<file path="src/rtl/dsr_pkg.sv">
// constants shared by the serial read path and its location store
package dsr_pkg;
  // command byte layout, most significant bit first
  localparam int unsigned CMD_BITS = 8;
  localparam int unsigned ADDR_BITS = 5;
  localparam int unsigned OPC_BITS = 2;
  localparam int unsigned WORD_BITS = 16;
  localparam int unsigned FRAME_BITS = 24;
  localparam int unsigned CNT_BITS = 5;
  // bit counter values, counted in sck rising edges seen
  localparam logic [4:0] CNT_ADDR_OPC_LAST = 5'h06;
  localparam logic [4:0] CNT_RESERVED = 5'h07;
  localparam logic [4:0] CNT_FRAME_LAST = 5'h17;
  localparam logic [4:0] CNT_ZERO = 5'h00;
  // operation codes carried in operation_code_field
  localparam logic [1:0] OPC_READ = 2'h3;
  // device resolution: 12, 10 or 8 implemented data bits
  localparam int unsigned DATA_BITS = 12;
  // location map
  localparam int unsigned NUM_LOCATIONS = 32;
  localparam logic [4:0] NV_BASE_ADDR = 5'h10;
  localparam logic [4:0] STATUS_ADDR = 5'h0a;
  localparam int unsigned NVWA_BIT = 7;
  // reset values
  localparam logic [15:0] WORD_RESET = 16'h0000;
  localparam logic [7:0] CMD_RESET = 8'h00;
endpackage : dsr_pkg

</file>
<file path="src/rtl/dsr_mem.sv">
// location store with one write port and one registered read port
`timescale 1ns/1ps
`default_nettype none
module dsr_mem
  import dsr_pkg::*;
(
  input wire logic clk_i,
  input wire logic wr_en_i,
  input wire logic [dsr_pkg::ADDR_BITS-1:0] wr_addr_i,
  input wire logic [dsr_pkg::WORD_BITS-1:0] wr_data_i,
  input wire logic [dsr_pkg::ADDR_BITS-1:0] rd_addr_i,
  output logic [dsr_pkg::WORD_BITS-1:0] rd_data_o
);
  import dsr_pkg::*;

  logic [WORD_BITS-1:0] mem_q [NUM_LOCATIONS];

  // write from the device side, outside the serial path
  always_ff @(posedge clk_i)
  begin
    if (wr_en_i)
    begin
      mem_q[wr_addr_i] <= wr_data_i;
    end
  end

  // registered read, one clock of latency
  always_ff @(posedge clk_i)
  begin
    rd_data_o <= mem_q[rd_addr_i];
  end
endmodule // dsr_mem
`default_nettype wire

</file>
<file path="src/rtl/dsr_read_path.sv">
// serial read command path of the dac spi slave port
`timescale 1ns/1ps
`default_nettype none
module dsr_read_path
  import dsr_pkg::*;
(
  input wire logic clk_i,
  input wire logic rst_n_i,
  // serial pins
  input wire logic cs_n_i,
  input wire logic sck_i,
  input wire logic sdi_i,
  output logic sdo_o,
  output logic sdo_oe_o,
  // device side
  input wire logic nv_write_active_i,
  input wire logic wr_en_i,
  input wire logic [dsr_pkg::ADDR_BITS-1:0] wr_addr_i,
  input wire logic [dsr_pkg::WORD_BITS-1:0] wr_data_i,
  output logic command_error_flag_o,
  output logic read_done_o,
  output logic [dsr_pkg::ADDR_BITS-1:0] read_addr_o
);
  import dsr_pkg::*;

  typedef enum logic [1:0] {
    ST_IDLE,
    ST_CMD,
    ST_DATA,
    ST_ERR
  } dsr_state_t;

  logic cs_n_m_q;
  logic cs_n_s_q;
  logic sck_m_q;
  logic sck_s_q;
  logic sck_p_q;
  logic sdi_m_q;
  logic sdi_s_q;
  logic sck_rise;
  logic sck_fall;
  logic selected;
  dsr_state_t state_q;
  dsr_state_t state_d;
  logic [CNT_BITS-1:0] bit_cnt_q;
  logic [CMD_BITS-1:0] cmd_q;
  logic [WORD_BITS-1:0] data_q;
  logic flag_q;
  logic [ADDR_BITS-1:0] addr_q;
  logic [ADDR_BITS-1:0] cur_addr;
  logic [OPC_BITS-1:0] cur_opc;
  logic cmd_valid;
  logic [WORD_BITS-1:0] mem_word;
  logic [WORD_BITS-1:0] read_word;
  logic [WORD_BITS-1:0] data_mask;
  logic sdo_q;
  logic sdo_oe_q;
  logic read_done_q;

  // two flip-flop synchronisers for all pin inputs
  always_ff @(posedge clk_i)
  begin
    if (!rst_n_i)
    begin
      cs_n_m_q <= 1'b1;
      cs_n_s_q <= 1'b1;
      sck_m_q <= 1'b0;
      sck_s_q <= 1'b0;
      sck_p_q <= 1'b0;
      sdi_m_q <= 1'b0;
      sdi_s_q <= 1'b0;
    end
    else
    begin
      cs_n_m_q <= cs_n_i;
      cs_n_s_q <= cs_n_m_q;
      sck_m_q <= sck_i;
      sck_s_q <= sck_m_q;
      sck_p_q <= sck_s_q;
      sdi_m_q <= sdi_i;
      sdi_s_q <= sdi_m_q;
    end
  end

  // sck edges only count while selected
  assign selected = !cs_n_s_q;
  assign sck_rise = selected && sck_s_q && !sck_p_q;
  assign sck_fall = selected && !sck_s_q && sck_p_q;

  // address and opcode of the command completing on this rise
  assign cur_addr = cmd_q[5:1];
  assign cur_opc = {cmd_q[0], sdi_s_q};

  // validity of the address and opcode pair
  always_comb
  begin
    cmd_valid = (cur_opc == OPC_READ);
    if (nv_write_active_i && (cur_addr >= NV_BASE_ADDR))
    begin
      cmd_valid = 1'b0;
    end
  end

  // right justified word, status location carries the write active bit
  assign data_mask = WORD_BITS'((1 << DATA_BITS) - 1);
  always_comb
  begin
    read_word = mem_word & data_mask;
    if (addr_q == STATUS_ADDR)
    begin
      read_word = WORD_RESET;
      read_word[NVWA_BIT] = nv_write_active_i;
    end
  end

  // command state transitions
  always_comb
  begin
    state_d = state_q;
    case (state_q)
      ST_IDLE:
      begin
        if (selected)
        begin
          state_d = ST_CMD;
        end
      end
      ST_CMD:
      begin
        if (sck_rise && (bit_cnt_q == CNT_ADDR_OPC_LAST))
        begin
          state_d = cmd_valid ? ST_DATA : ST_ERR;
        end
      end
      ST_DATA:
      begin
        if (sck_rise && (bit_cnt_q == CNT_FRAME_LAST))
        begin
          state_d = ST_CMD;
        end
      end
      ST_ERR:
      begin
        state_d = ST_ERR;
      end
      default:
      begin
        state_d = ST_IDLE;
      end
    endcase
    if (!selected)
    begin
      state_d = ST_IDLE;
    end
  end

  // state register
  always_ff @(posedge clk_i)
  begin
    if (!rst_n_i)
    begin
      state_q <= ST_IDLE;
    end
    else
    begin
      state_q <= state_d;
    end
  end

  // rising edge count within the 24 clock frame
  always_ff @(posedge clk_i)
  begin
    if (!rst_n_i || !selected)
    begin
      bit_cnt_q <= CNT_ZERO;
    end
    else if (sck_rise)
    begin
      if (bit_cnt_q == CNT_FRAME_LAST)
      begin
        bit_cnt_q <= CNT_ZERO;
      end
      else
      begin
        bit_cnt_q <= bit_cnt_q + 5'h01;
      end
    end
  end

  // command shift register, msb first
  always_ff @(posedge clk_i)
  begin
    if (!rst_n_i || !selected)
    begin
      cmd_q <= CMD_RESET;
    end
    else if (sck_rise && (bit_cnt_q <= CNT_RESERVED))
    begin
      cmd_q <= {cmd_q[CMD_BITS-2:0], sdi_s_q};
    end
  end

  // flag and address captured on the seventh rise
  always_ff @(posedge clk_i)
  begin
    if (!rst_n_i || !selected)
    begin
      flag_q <= 1'b1;
      addr_q <= '0;
    end
    else if (sck_rise && (bit_cnt_q == CNT_ADDR_OPC_LAST)
             && (state_q == ST_CMD))
    begin
      flag_q <= cmd_valid;
      addr_q <= cur_addr;
    end
  end

  // output word loaded on the reserved bit rise, shifted on falls
  always_ff @(posedge clk_i)
  begin
    if (!rst_n_i || !selected)
    begin
      data_q <= WORD_RESET;
    end
    else if (sck_rise && (bit_cnt_q == CNT_RESERVED)
             && (state_q == ST_DATA))
    begin
      data_q <= read_word;
    end
    else if (sck_fall && (bit_cnt_q > CNT_RESERVED))
    begin
      data_q <= {data_q[WORD_BITS-2:0], 1'b0};
    end
  end

  // sdo pin value, changed on sck falls, forced low every clock in the error state
  always_ff @(posedge clk_i)
  begin
    if (!rst_n_i || !selected)
    begin
      sdo_q <= 1'b1;
    end
    else if (state_q == ST_ERR)
    begin
      sdo_q <= 1'b0;
    end
    else if (sck_fall)
    begin
      if (bit_cnt_q == CNT_RESERVED)
      begin
        sdo_q <= flag_q;
      end
      else if (bit_cnt_q > CNT_RESERVED)
      begin
        sdo_q <= data_q[WORD_BITS-1];
      end
      else
      begin
        sdo_q <= 1'b1;
      end
    end
  end

  // sdo drives whenever chip select is active
  always_ff @(posedge clk_i)
  begin
    if (!rst_n_i)
    begin
      sdo_oe_q <= 1'b0;
    end
    else
    begin
      sdo_oe_q <= selected;
    end
  end

  // pulse when a full 24 clock read has been delivered
  always_ff @(posedge clk_i)
  begin
    if (!rst_n_i)
    begin
      read_done_q <= 1'b0;
      read_addr_o <= '0;
    end
    else
    begin
      read_done_q <= sck_rise && (bit_cnt_q == CNT_FRAME_LAST)
                     && (state_q == ST_DATA);
      if (sck_rise && (bit_cnt_q == CNT_FRAME_LAST) && (state_q == ST_DATA))
      begin
        read_addr_o <= addr_q;
      end
    end
  end

  // command error state seen by the rest of the device
  always_ff @(posedge clk_i)
  begin
    if (!rst_n_i)
    begin
      command_error_flag_o <= 1'b1;
    end
    else
    begin
      command_error_flag_o <= (state_d != ST_ERR);
    end
  end

  assign sdo_o = sdo_q;
  assign sdo_oe_o = sdo_oe_q;
  assign read_done_o = read_done_q;

  // location store, read address taken from the captured command
  dsr_mem u_mem (
    .clk_i (clk_i),
    .wr_en_i (wr_en_i),
    .wr_addr_i (wr_addr_i),
    .wr_data_i (wr_data_i),
    .rd_addr_i (addr_q),
    .rd_data_o (mem_word)
  );
endmodule // dsr_read_path
`default_nettype wire

</file>
<file path="config.mk">
export PLATFORM = sky130hd
export DESIGN_NAME = dsr_read_path
export DESIGN_NICKNAME = d
export VERILOG_FILES = /design/src/rtl/dsr_pkg.sv /design/src/rtl/dsr_mem.sv /design/src/rtl/dsr_read_path.sv
export SDC_FILE = /design/constraint.sdc
export NUM_CORES = 1
export LEC_CHECK = 0
export BUFFER_PORTS_ARGS = -buffer_cell sky130_fd_sc_hd__buf_4
export CORE_UTILIZATION = 40
export CTS_CLUSTER_SIZE = 20
export DETAILED_ROUTE_END_ITERATION = 6
export HOLD_SLACK_MARGIN = 0.02
export REMOVE_ABC_BUFFERS = 1
export SYNTH_ARGS = -nofsm -noshare
export SYNTH_HDL_FRONTEND = slang
export SYNTH_SLANG_ARGS = --single-unit
</file>
<file path="constraint.sdc">
create_clock -name clk_i -period 2.2 [get_ports clk_i]
set_input_delay 0.22 -clock clk_i [delete_from_list [all_inputs] [get_ports clk_i]]
set_output_delay 0.22 -clock clk_i [all_outputs]
set_load 0.01 [all_outputs]
</file>
=== Word-level counts from Yosys, hierarchy flattened ===
Memories as Yosys holds them, arrays and structs flattened. A register that Yosys moved wholly into a read port is not among the register bits.
Index checks and enable logic that the tools add are counted.

* Register bits after elaboration: 51
* RAM bits: 512
* Input bits: 28
* Output and inout port bits: 9
* Word-level logic and storage cells: 69
* Memories: 1

{| class="wikitable"
|+ Memories
! memory !! words !! width !! read ports !! clocked after Yosys merged registers in !! write ports !! line !! source
|-
| u_mem.mem_q || 32 || 16 || 1 || 1 || 1 || dsr_mem.sv:16 || <nowiki>logic [WORD_BITS-1:0] mem_q [NUM_LOCATIONS];</nowiki>
|}

* $add $sub $neg: 1
* $lt $le $gt $ge: 3
* Equal/unequal tests: 9
* Mux-type cells: 16
* Reductions and logical operators: 21

{| class="wikitable"
|+ Operator list
! operator !! count
|-
| 2-to-1 mux 16 bit || 2
|-
| logical AND 1 bit || 13
|-
| 2-to-1 mux 12 bit || 1
|-
| equality test 5 x 3 -> 1 bit (second input constant) || 2
|-
| 2-to-1 mux 1 bit || 8
|-
| case mux 2 bit (4 select lines) || 1
|-
| equality test 2 bit (second input constant) || 3
|-
| 2-to-1 mux 2 bit || 3
|-
| adder 5 x 1 -> 5 bit (second input constant) || 1
|-
| equality test 5 x 4 -> 1 bit (second input constant) || 1
|-
| equality test 5 bit (second input constant) || 1
|-
| greater-or-equal comparator 5 bit (second input constant) || 1
|-
| greater-than comparator 5 x 3 -> 1 bit (second input constant) || 1
|-
| <= comparator 5 x 3 -> 1 bit (second input constant) || 1
|-
| 2-to-1 mux 5 bit || 1
|-
| logical NOT 1 bit || 4
|-
| nonzero test 2 bit || 2
|-
| equality test 2 x 1 -> 1 bit (second input constant) || 1
|-
| logical NOT 2 bit || 1
|-
| inequality test 2 bit (second input constant) || 1
|-
| logical OR 1 bit || 1
|}

=== Longest topological paths before layout ===
Gate-level depths: netlist (run 1).

* Depth in word-level cells: 8
* Depth in mapped cells: 8
* Gate-level depth less buffers: 6

=== Cells and area by module ===
A second synthesis (run 1) with hierarchy kept.

* Cells, all modules: 1341
* Area total of the unflattened synthesis: 22580.4 um^2

{| class="wikitable"
|+ Modules (own cells, without submodules)
! module !! times used !! cells each !! area an instance (um^2) !! sequential area each (um^2)
|-
| dsr_mem || 1 || 1143 || 20535.9 || 15695.1
|-
| dsr_read_path || 1 || 198 || 2044.5 || 1021.0
|}

=== Worst setup path before layout (run 1) ===
No wires, ideal clock.

* Path kind: register to register
* From: reg sck_s_q
* To: reg command_error_flag_o
* Library setup time: 134 ps
* Arrival time: 1724 ps
* Data required time: 2066 ps
* Slack: 342 ps
* Cell stages (with the launch flop): 7
* Path buffers: 1
* Clock period less this slack: 1858 ps
* Cells stage by stage: dfxtp_1 > nor3b_4 > nand2_1 > or3_1 > buf_6 > nor2b_1 > or4b_1

* Longest elaborated chain between the ends: 7
* Elaborated cells on any way between the ends: 9
* Classes of those cells: eq/ne (1); mux (4); reduce/logical (4)

{| class="wikitable"
|+ Ends and longest elaborated chain
! what !! line !! source
|-
| start, declared || dsr_read_path.sv:36 || <nowiki>logic sck_s_q;</nowiki>
|-
| start signal, assigned || dsr_read_path.sv:78 || <nowiki>sck_s_q <= sck_m_q;</nowiki>
|-
| logical AND 1 bit * (2 in series) || dsr_read_path.sv:87 || <nowiki>assign sck_rise = selected && sck_s_q && !sck_p_q;</nowiki>
|-
| logical AND 1 bit (on tied branches) || dsr_read_path.sv:137, dsr_read_path.sv:130 ||
|-
| 2-to-1 mux 2 bit (on tied branches) || dsr_read_path.sv:137, dsr_read_path.sv:130 ||
|-
| case mux 2 bit (4 select lines) * || dsr_read_path.sv:120 || <nowiki>case (state_q)</nowiki>
|-
| 2-to-1 mux 2 bit * || dsr_read_path.sv:151 || <nowiki>if (!selected)</nowiki>
|-
| inequality test 2 bit * || dsr_read_path.sv:306 || <nowiki>command_error_flag_o <= (state_d != ST_ERR);</nowiki>
|-
| end signal, assigned || dsr_read_path.sv:306 ||
|-
| end, declared || dsr_read_path.sv:20 || <nowiki>output logic command_error_flag_o,</nowiki>
|}

Mark *: on every way between the ends. The rest lies on a longest branch, timed or not.
A chain may end at the register's enable or synchronous reset.

==> results of run 1 <==
power groups by stage:
stage	clock network (uW)	registers (uW)	logic [uW]
2_1_floorplan	0	9490	77.5
3_3_place_gp	0	9490	281
3_5_place_dp	0	9490	289
4_1_cts	7730	9310	300
5_1_grt	8060	9310	323
6_report	7550	9310	296
layout make-up:
type                    instances  area, um2
fillers                      3607      22100
flip-flops and latches        447      12800
well taps                     577        722
clock buffers                  64       1320
clock inverters                20        156
inverters                       3       11.3
multi-input cells             560       4240
repair buffers                116        988
metrics by stage:
step / area [um2] / instances
final: 20200 / 1787
after global routing: 20200 / 1787
after CTS: 20200 / 1787
after detailed placement: 18700 / 1696
after global placement: 18700 / 1696
after floorplan: 17000 / 1010
kinds of logic after synthesis:
| group | after synthesis |
|---|---|
| DFF | 447 |
| adders and majority gates | 2 |
| and+or+nand+nor | 189 |
| AOI/OAI and AO/OA | 143 |
| xor gates and xnor gates | 2 |
| muxes | 224 |
| buffers and inverters | 64 |
synthesized netlist by cell type, drive strengths merged (2+ instances only):
cell type,count
edfxtp,384
mux2i,223
dfxtp,63
nor2,54
a22oi,48
a21oi,39
buf,33
nand2,33
nand3,33
clkbuf,28
a22o,24
nand4,14
a31oi,12
nor3,12
a211oi,11
nor2b,10
and2,7
nand3b,7
nand2b,5
o21ai,5
and3,3
inv,3
ha,2
nand4b,2
nor3b,2
or3,2
or3b,2
critical path, delay by kind of cell (launching register included):
kind,cells,cell delay [ns]
AND/OR/NAND/NOR,3,0.47
buffers and inverters,1,0.21
AO/OA/AOI/OAI,2,0.56
flip-flops,1,0.51
state kept, by name, indices dropped and copies added, names as in the netlist, 2 cells and up:
name and flops:
data_q 16, read_addr_o 5, u_mem.rd_data_o 12, cmd_q 6, state_q 2, bit_cnt_q 5
u_mem.mem_q 384, addr_q 5
layout by cell type (no fill, tap or decap), types with 10 or more instances in the layout:
master,Yosys,routed
edfxtp_1,384,384
mux2i_1,223,223
buf_4,2,101
dfxtp_1,63,62
nor2_1,54,53
clkbuf_16,0,49
a22oi_1,48,48
a21oi_1,39,39
nand2_1,33,33
nand3_1,33,33
a22o_1,24,24
nand4_1,14,14
nor3_1,12,12
a31oi_1,12,12
a211oi_1,11,11
clkbuf_1,28,11
clkinv_2,0,10
worst max-delay path by stage:
stage	to	slack, ns	depth (start not counted)
4_1_cts	command_error_flag_o	0.27	5
5_1_grt	u_mem.rd_data_o[6]	0.11	7
6_report	u_mem.rd_data_o[9]	0.26	6
2_1_floorplan	data_q[7]	-7.01	4
3_5_place_dp	u_mem.rd_data_o[6]	0.30	7
3_3_place_gp	u_mem.rd_data_o[6]	0.30	7
metal layers:
layer	vias up	wire length (um)	GRT usage, %
li1	4391	-	-
met1	4644	16500	23.0
met2	215	18800	29.8
met3	47	1780	2.71
met4	0	681	5.31
met5	-	0	0
==> results.md, run 1 <==
* Outcome: finished clean
* Dpl ws at 0.300 ns
* Fin util at 47.8%
* Max Fanout on Critical Path at 26
* Setup Skew at 0.0235 ns
* # rows at 75
* Synth Warn # at 0
* RSZ-0062 raised after global routing: no
* Final setup violation count at 0
* R2R Path Start: addr_q[0]
* Synth Area in Compound Gates at 5.66%
* Root Buffer: clkbuf_16
* CP cell instances: nor2b_4 > buf_12 > a22o_1 > nor3_1 > a31oi_1 > nand3_1
* Crit path from: addr_q[0]
* Synth top area cells: edfxtp_1 67%, mux2i_1 13%, dfxtp_1 7.3%
* Max-slew violations at 0
* Flops & latches, synth at 447
* Antenna viol nets, final at 0
* WP data arrival at 2.36 ns
* Die Ht at 210 um
* Final wirelength at 37.8 mm
* Via density at 5.20
* Hold_ws at 0.0673 ns
* Period minus WS final at 1.94 ns
* Leak at 0.00633 uW
* Clock share of power at 44.0%
* R2r worst-path depth at 6
* IO Count at 37
* Gate power share at 1.7%
* Final hold vios at 0
* Syn-to-layout area delta at 17.0%
* TritonCTS Buffers at 47
* Critical Path Sink Type: flip-flop
* Worst R2R End: u_mem.rd_data_o[9]
* Worst Path Required at 2.61 ns
* Post-cts resize count at 0
* Clock Path Buffers at 3
* Synth Area in Simple Gates at 5.49%
* Synthesized area per cell at 16.1 um2
* Initial antenna violation count at 1
* Crit path launch type: flip-flop
* Mapped Cells at 1071
* Gr usage total at 17.5%
* Setup slack after layout at 0.258 ns
* Layout cell share with drive strength beyond 1 at 15.5%
* DRC errors left at 0
* Mapped cell area at 17300 um2
* GRT overflow at 0
* Setup bufs post-CTS at 0
* Yosys top cell area share at 66.7%
* Hold_sp: nv_write_active_i
* Worst Hold Path EP: data_q[7]
* Number of port buffers at 32
* Post-synth EDFFs at 384
* Max Fclk at 515 MHz
* Sequential share of power at 54.3%
* Biggest area consumer among synthesized cells: edfxtp_1
* Vias in the first global route at 9293
* Max Cap Viol at 0
* Initial Utilization at 40.8%
* FFs w/ async S/R, synth at 0%
* Final setup TNS at 0 ns
* Core Area at 42300 um2
* Fin crit share at 88.3%
* Unique masters post-synth at 43
* CTS Sinks at 447
* CTS Hold Buffers Added at 7
* Iteration-0 DRC Markers at 615
* Antenna diode count at 0
* Post-synthesis xor/xnor area fraction at 0.101%
* Flop2flop setup slack at 0.26 ns
* Clock latency on the worst-skew pair at 0.57 ns
* Total Power at 17200 uW
* Internal at 13800 uW
* Net Sw Frac at 19.7%
* Adder-cell share of the synthesized area at 0.145%
* Gpl congestion at 0.778
* Die area at 44100 um2
* Sw power at 3380 uW
* H-tree depth at 2
* Drt wl/cell at 21.1 um
* Post-synth top flop: edfxtp_1
* Chip width at 210 um
* CTS clock-pin slew for the worst setup and hold paths at 0.06 ns
* Critical path type: flip-flop to flip-flop
* DR vias at 9297
* Nets@finish at 1205
* Largest net degree at the start of global routing at 45
* Main combinational cell family by area after synthesis: multiplexers
* Peak supply drop at 0.639 mV
* WHS Path Cells at 4
* Slew HR at 67.3%
* Dpl hpwl at 22.1 mm
* Power density over the cells at 848 nW/um2
* Pin slew with the least headroom to its limit at 0.490 ns
* Max incr delay on CP at 0.51 ns
* CTS tree: built
* Post-synthesis sequential area ratio at 74.0%
* Pre-Repair DR Iteration Count at 5
* Global-route wire length before repair at 56.8 mm
* Hold WC Path Type: primary input to flip-flop
* Slowest CP cell: dfxtp_1
* Mux contribution to synthesized area at 13.0%
Power figures use the tool's default switching activity.
==> run 2: changes to the inputs <==
CORE_MARGIN = 2   (was unset)
==> results.md, run 2 (synthesized netlist as in run 1, its figures left out) <==
* Drt wl/cell at 21.7 um
* DRC errors left at 0
* Clock Path Buffers at 3
* Fillers at 3648
* # rows at 76
* Max Fanout on Critical Path at 12
* Most flop-heavy register: u_mem.mem_q
* Pre-Repair DR Iteration Count at 5
* Iteration-0 DRC Markers at 880
* TritonCTS Buffers at 47
* Most frequent cells in the layout: 384 x edfxtp_1, 223 x mux2i_1, 99 x buf_4
* DR vias at 9472
* Number of port buffers at 32
* Chip width at 212 um
* Gpl congestion at 0.819
* Total Power at 17600 uW
* Gate power share at 1.7%
* Via density at 5.27
* Slew HR at 51.5%
* WHS Path Cells at 4
* Nets@finish at 1206
* Fin crit share at 89.1%
* Die Ht at 212 um
* CP cell instances: buf_12 > buf_4 > mux2i_1 > a22oi_1 > a31oi_1 > nand3_1
* Antenna diode count at 0
* Outcome: finished clean
* Commonest non-fill, non-tap cell in the layout: edfxtp_1
* Vias in the first global route at 9584
* IO Count at 37
* Max Cap Viol at 0
* Dpl hpwl at 23.3 mm
* WP data arrival at 2.39 ns
* CTS tree: built
* Final setup TNS at 0 ns
* Gr usage total at 17.9%
* GRT overflow at 0
* Critical path type: flip-flop to flip-flop
* R2r worst-path depth at 6
* Max-slew violations at 0
* Net Sw Frac at 19.9%
* Period minus WS final at 1.96 ns
* Initial antenna violation count at 0
* Clock latency on the worst-skew pair at 0.60 ns
* Final setup violation count at 0
* Antenna viol nets, final at 0
* Pin slew with the least headroom to its limit at 0.725 ns
* Critical Path Sink Type: flip-flop
* CTS clock-pin slew for the worst setup and hold paths at 0.06 ns
* Setup Skew at 0.0316 ns
* Fin cells at 1799
* Initial Utilization at 40.3%
* Largest net degree at the start of global routing at 42
* Sequential share of power at 53.0%
* Largest regs: u_mem.mem_q x384, data_q x16, u_mem.rd_data_o x12
* Dpl ws at 0.187 ns
* Placed cell area at 18700 um2
* Final hold vios at 0
* Slowest CP cell: dfxtp_4
* CTS Hold Buffers Added at 7
* Worst Path Required at 2.63 ns
* Setup bufs post-CTS at 0
* Final Instance Area at 20400 um2
* Leak at 0.00639 uW
* Sw power at 3490 uW
* Post-cts resize count at 0
* Power density over the cells at 862 nW/um2
* CTS Sinks at 447
* Max FFs per register at 384
* RSZ-0062 raised after global routing: no
* Max Fclk at 510 MHz
* Max incr delay on CP at 0.55 ns
* Syn-to-layout area delta at 17.9%
* Die area at 44900 um2
* H-tree depth at 2
* Setup slack after layout at 0.239 ns
* Hold WC Path Type: primary input to flip-flop
* Root Buffer: clkbuf_16
* Internal at 14100 uW
* Core Area at 42900 um2
* # placed instances at 1705
* Peak supply drop at 0.661 mV
* Global-route wire length before repair at 58.9 mm
* Final wirelength at 39.1 mm
* Crit path launch type: flip-flop
* Layout cell share with drive strength beyond 1 at 15.8%
* Clock share of power at 45.2%
-- run 2: cell count changes in the layout (fill, tap and decap cells not counted), moves of 2 or more --
cell / delta
buf_12: +3
clkinv_1: -2
inv_6: +2
clkbuf_8: +2
clkinv_2: -4
buf_4: -2
bufinv_16: +2
-- run 2: metrics by stage --
step | utilization [%] | hold WS [ns]
floorplan | - | 0.293
global placement | 43.7 | 0.403
detailed placement | 43.7 | 0.398
CTS | 47.5 | 0.0225
global route | 47.5 | 0.0535
finish | 47.5 | 0.0533
-- run 2: critical path, delay by kind of cell (launching register included) --
kind | cells | cell delay (ns)
AND/OR/NAND/NOR | 1 | 0.16
flip-flops | 1 | 0.55
multiplexers | 1 | 0.22
buffers and inverters | 2 | 0.44
AO/OA/AOI/OAI | 2 | 0.42
-- run 2: path summary, 6_finish.rpt --
kind	start	endpoint	slack (ns)
worst min-delay path	nv_write_active_i	data_q[7]	0.05
worst max-delay path	addr_q[1]	u_mem.rd_data_o[2]	0.24
worst min register to register	cs_n_m_q	cs_n_s_q	0.41
worst max register to register	addr_q[1]	u_mem.rd_data_o[2]	0.24
-- run 2: area by class of cell --
| cell class | instances | area (um2) | share of cell area (%) |
|---|---|---|---|
| Clock inverter | 20 | 239 | 1.17 |
| Multi-Input combinational cell | 560 | 4240 | 20.8 |
| Tap cell | 585 | 732 | 3.59 |
| Sequential cell | 447 | 12800 | 62.8 |
| Clock buffer | 67 | 1330 | 6.51 |
| Timing Repair Buffer | 117 | 1030 | 5.07 |
| Inverter | 3 | 11.3 | 0.0553 |
-- run 2: power groups by stage --
| stage | Combinational [uW] | Clock [uW] | Sequential, uW |
|---|---|---|---|
| finish | 302 | 7940 | 9310 |
| global placement | 292 | 0 | 9490 |
| CTS | 310 | 8120 | 9310 |
| global route | 332 | 8480 | 9310 |
| floorplan | 77.5 | 0 | 9490 |
| detailed placement | 300 | 0 | 9490 |
-- run 2: routing by layer --
metal | up-vias | share of wire [%] | GRT usage [%] | wire length [um]
met3 | 65 | 4.0 | 2.51 | 1570
met1 | 4837 | 45 | 24.3 | 17700
met4 | 0 | 2.7 | 6.61 | 1060
met2 | 187 | 48 | 29.5 | 18800
met5 | - | 0 | 0 | 0
li1 | 4383 | - | - | -
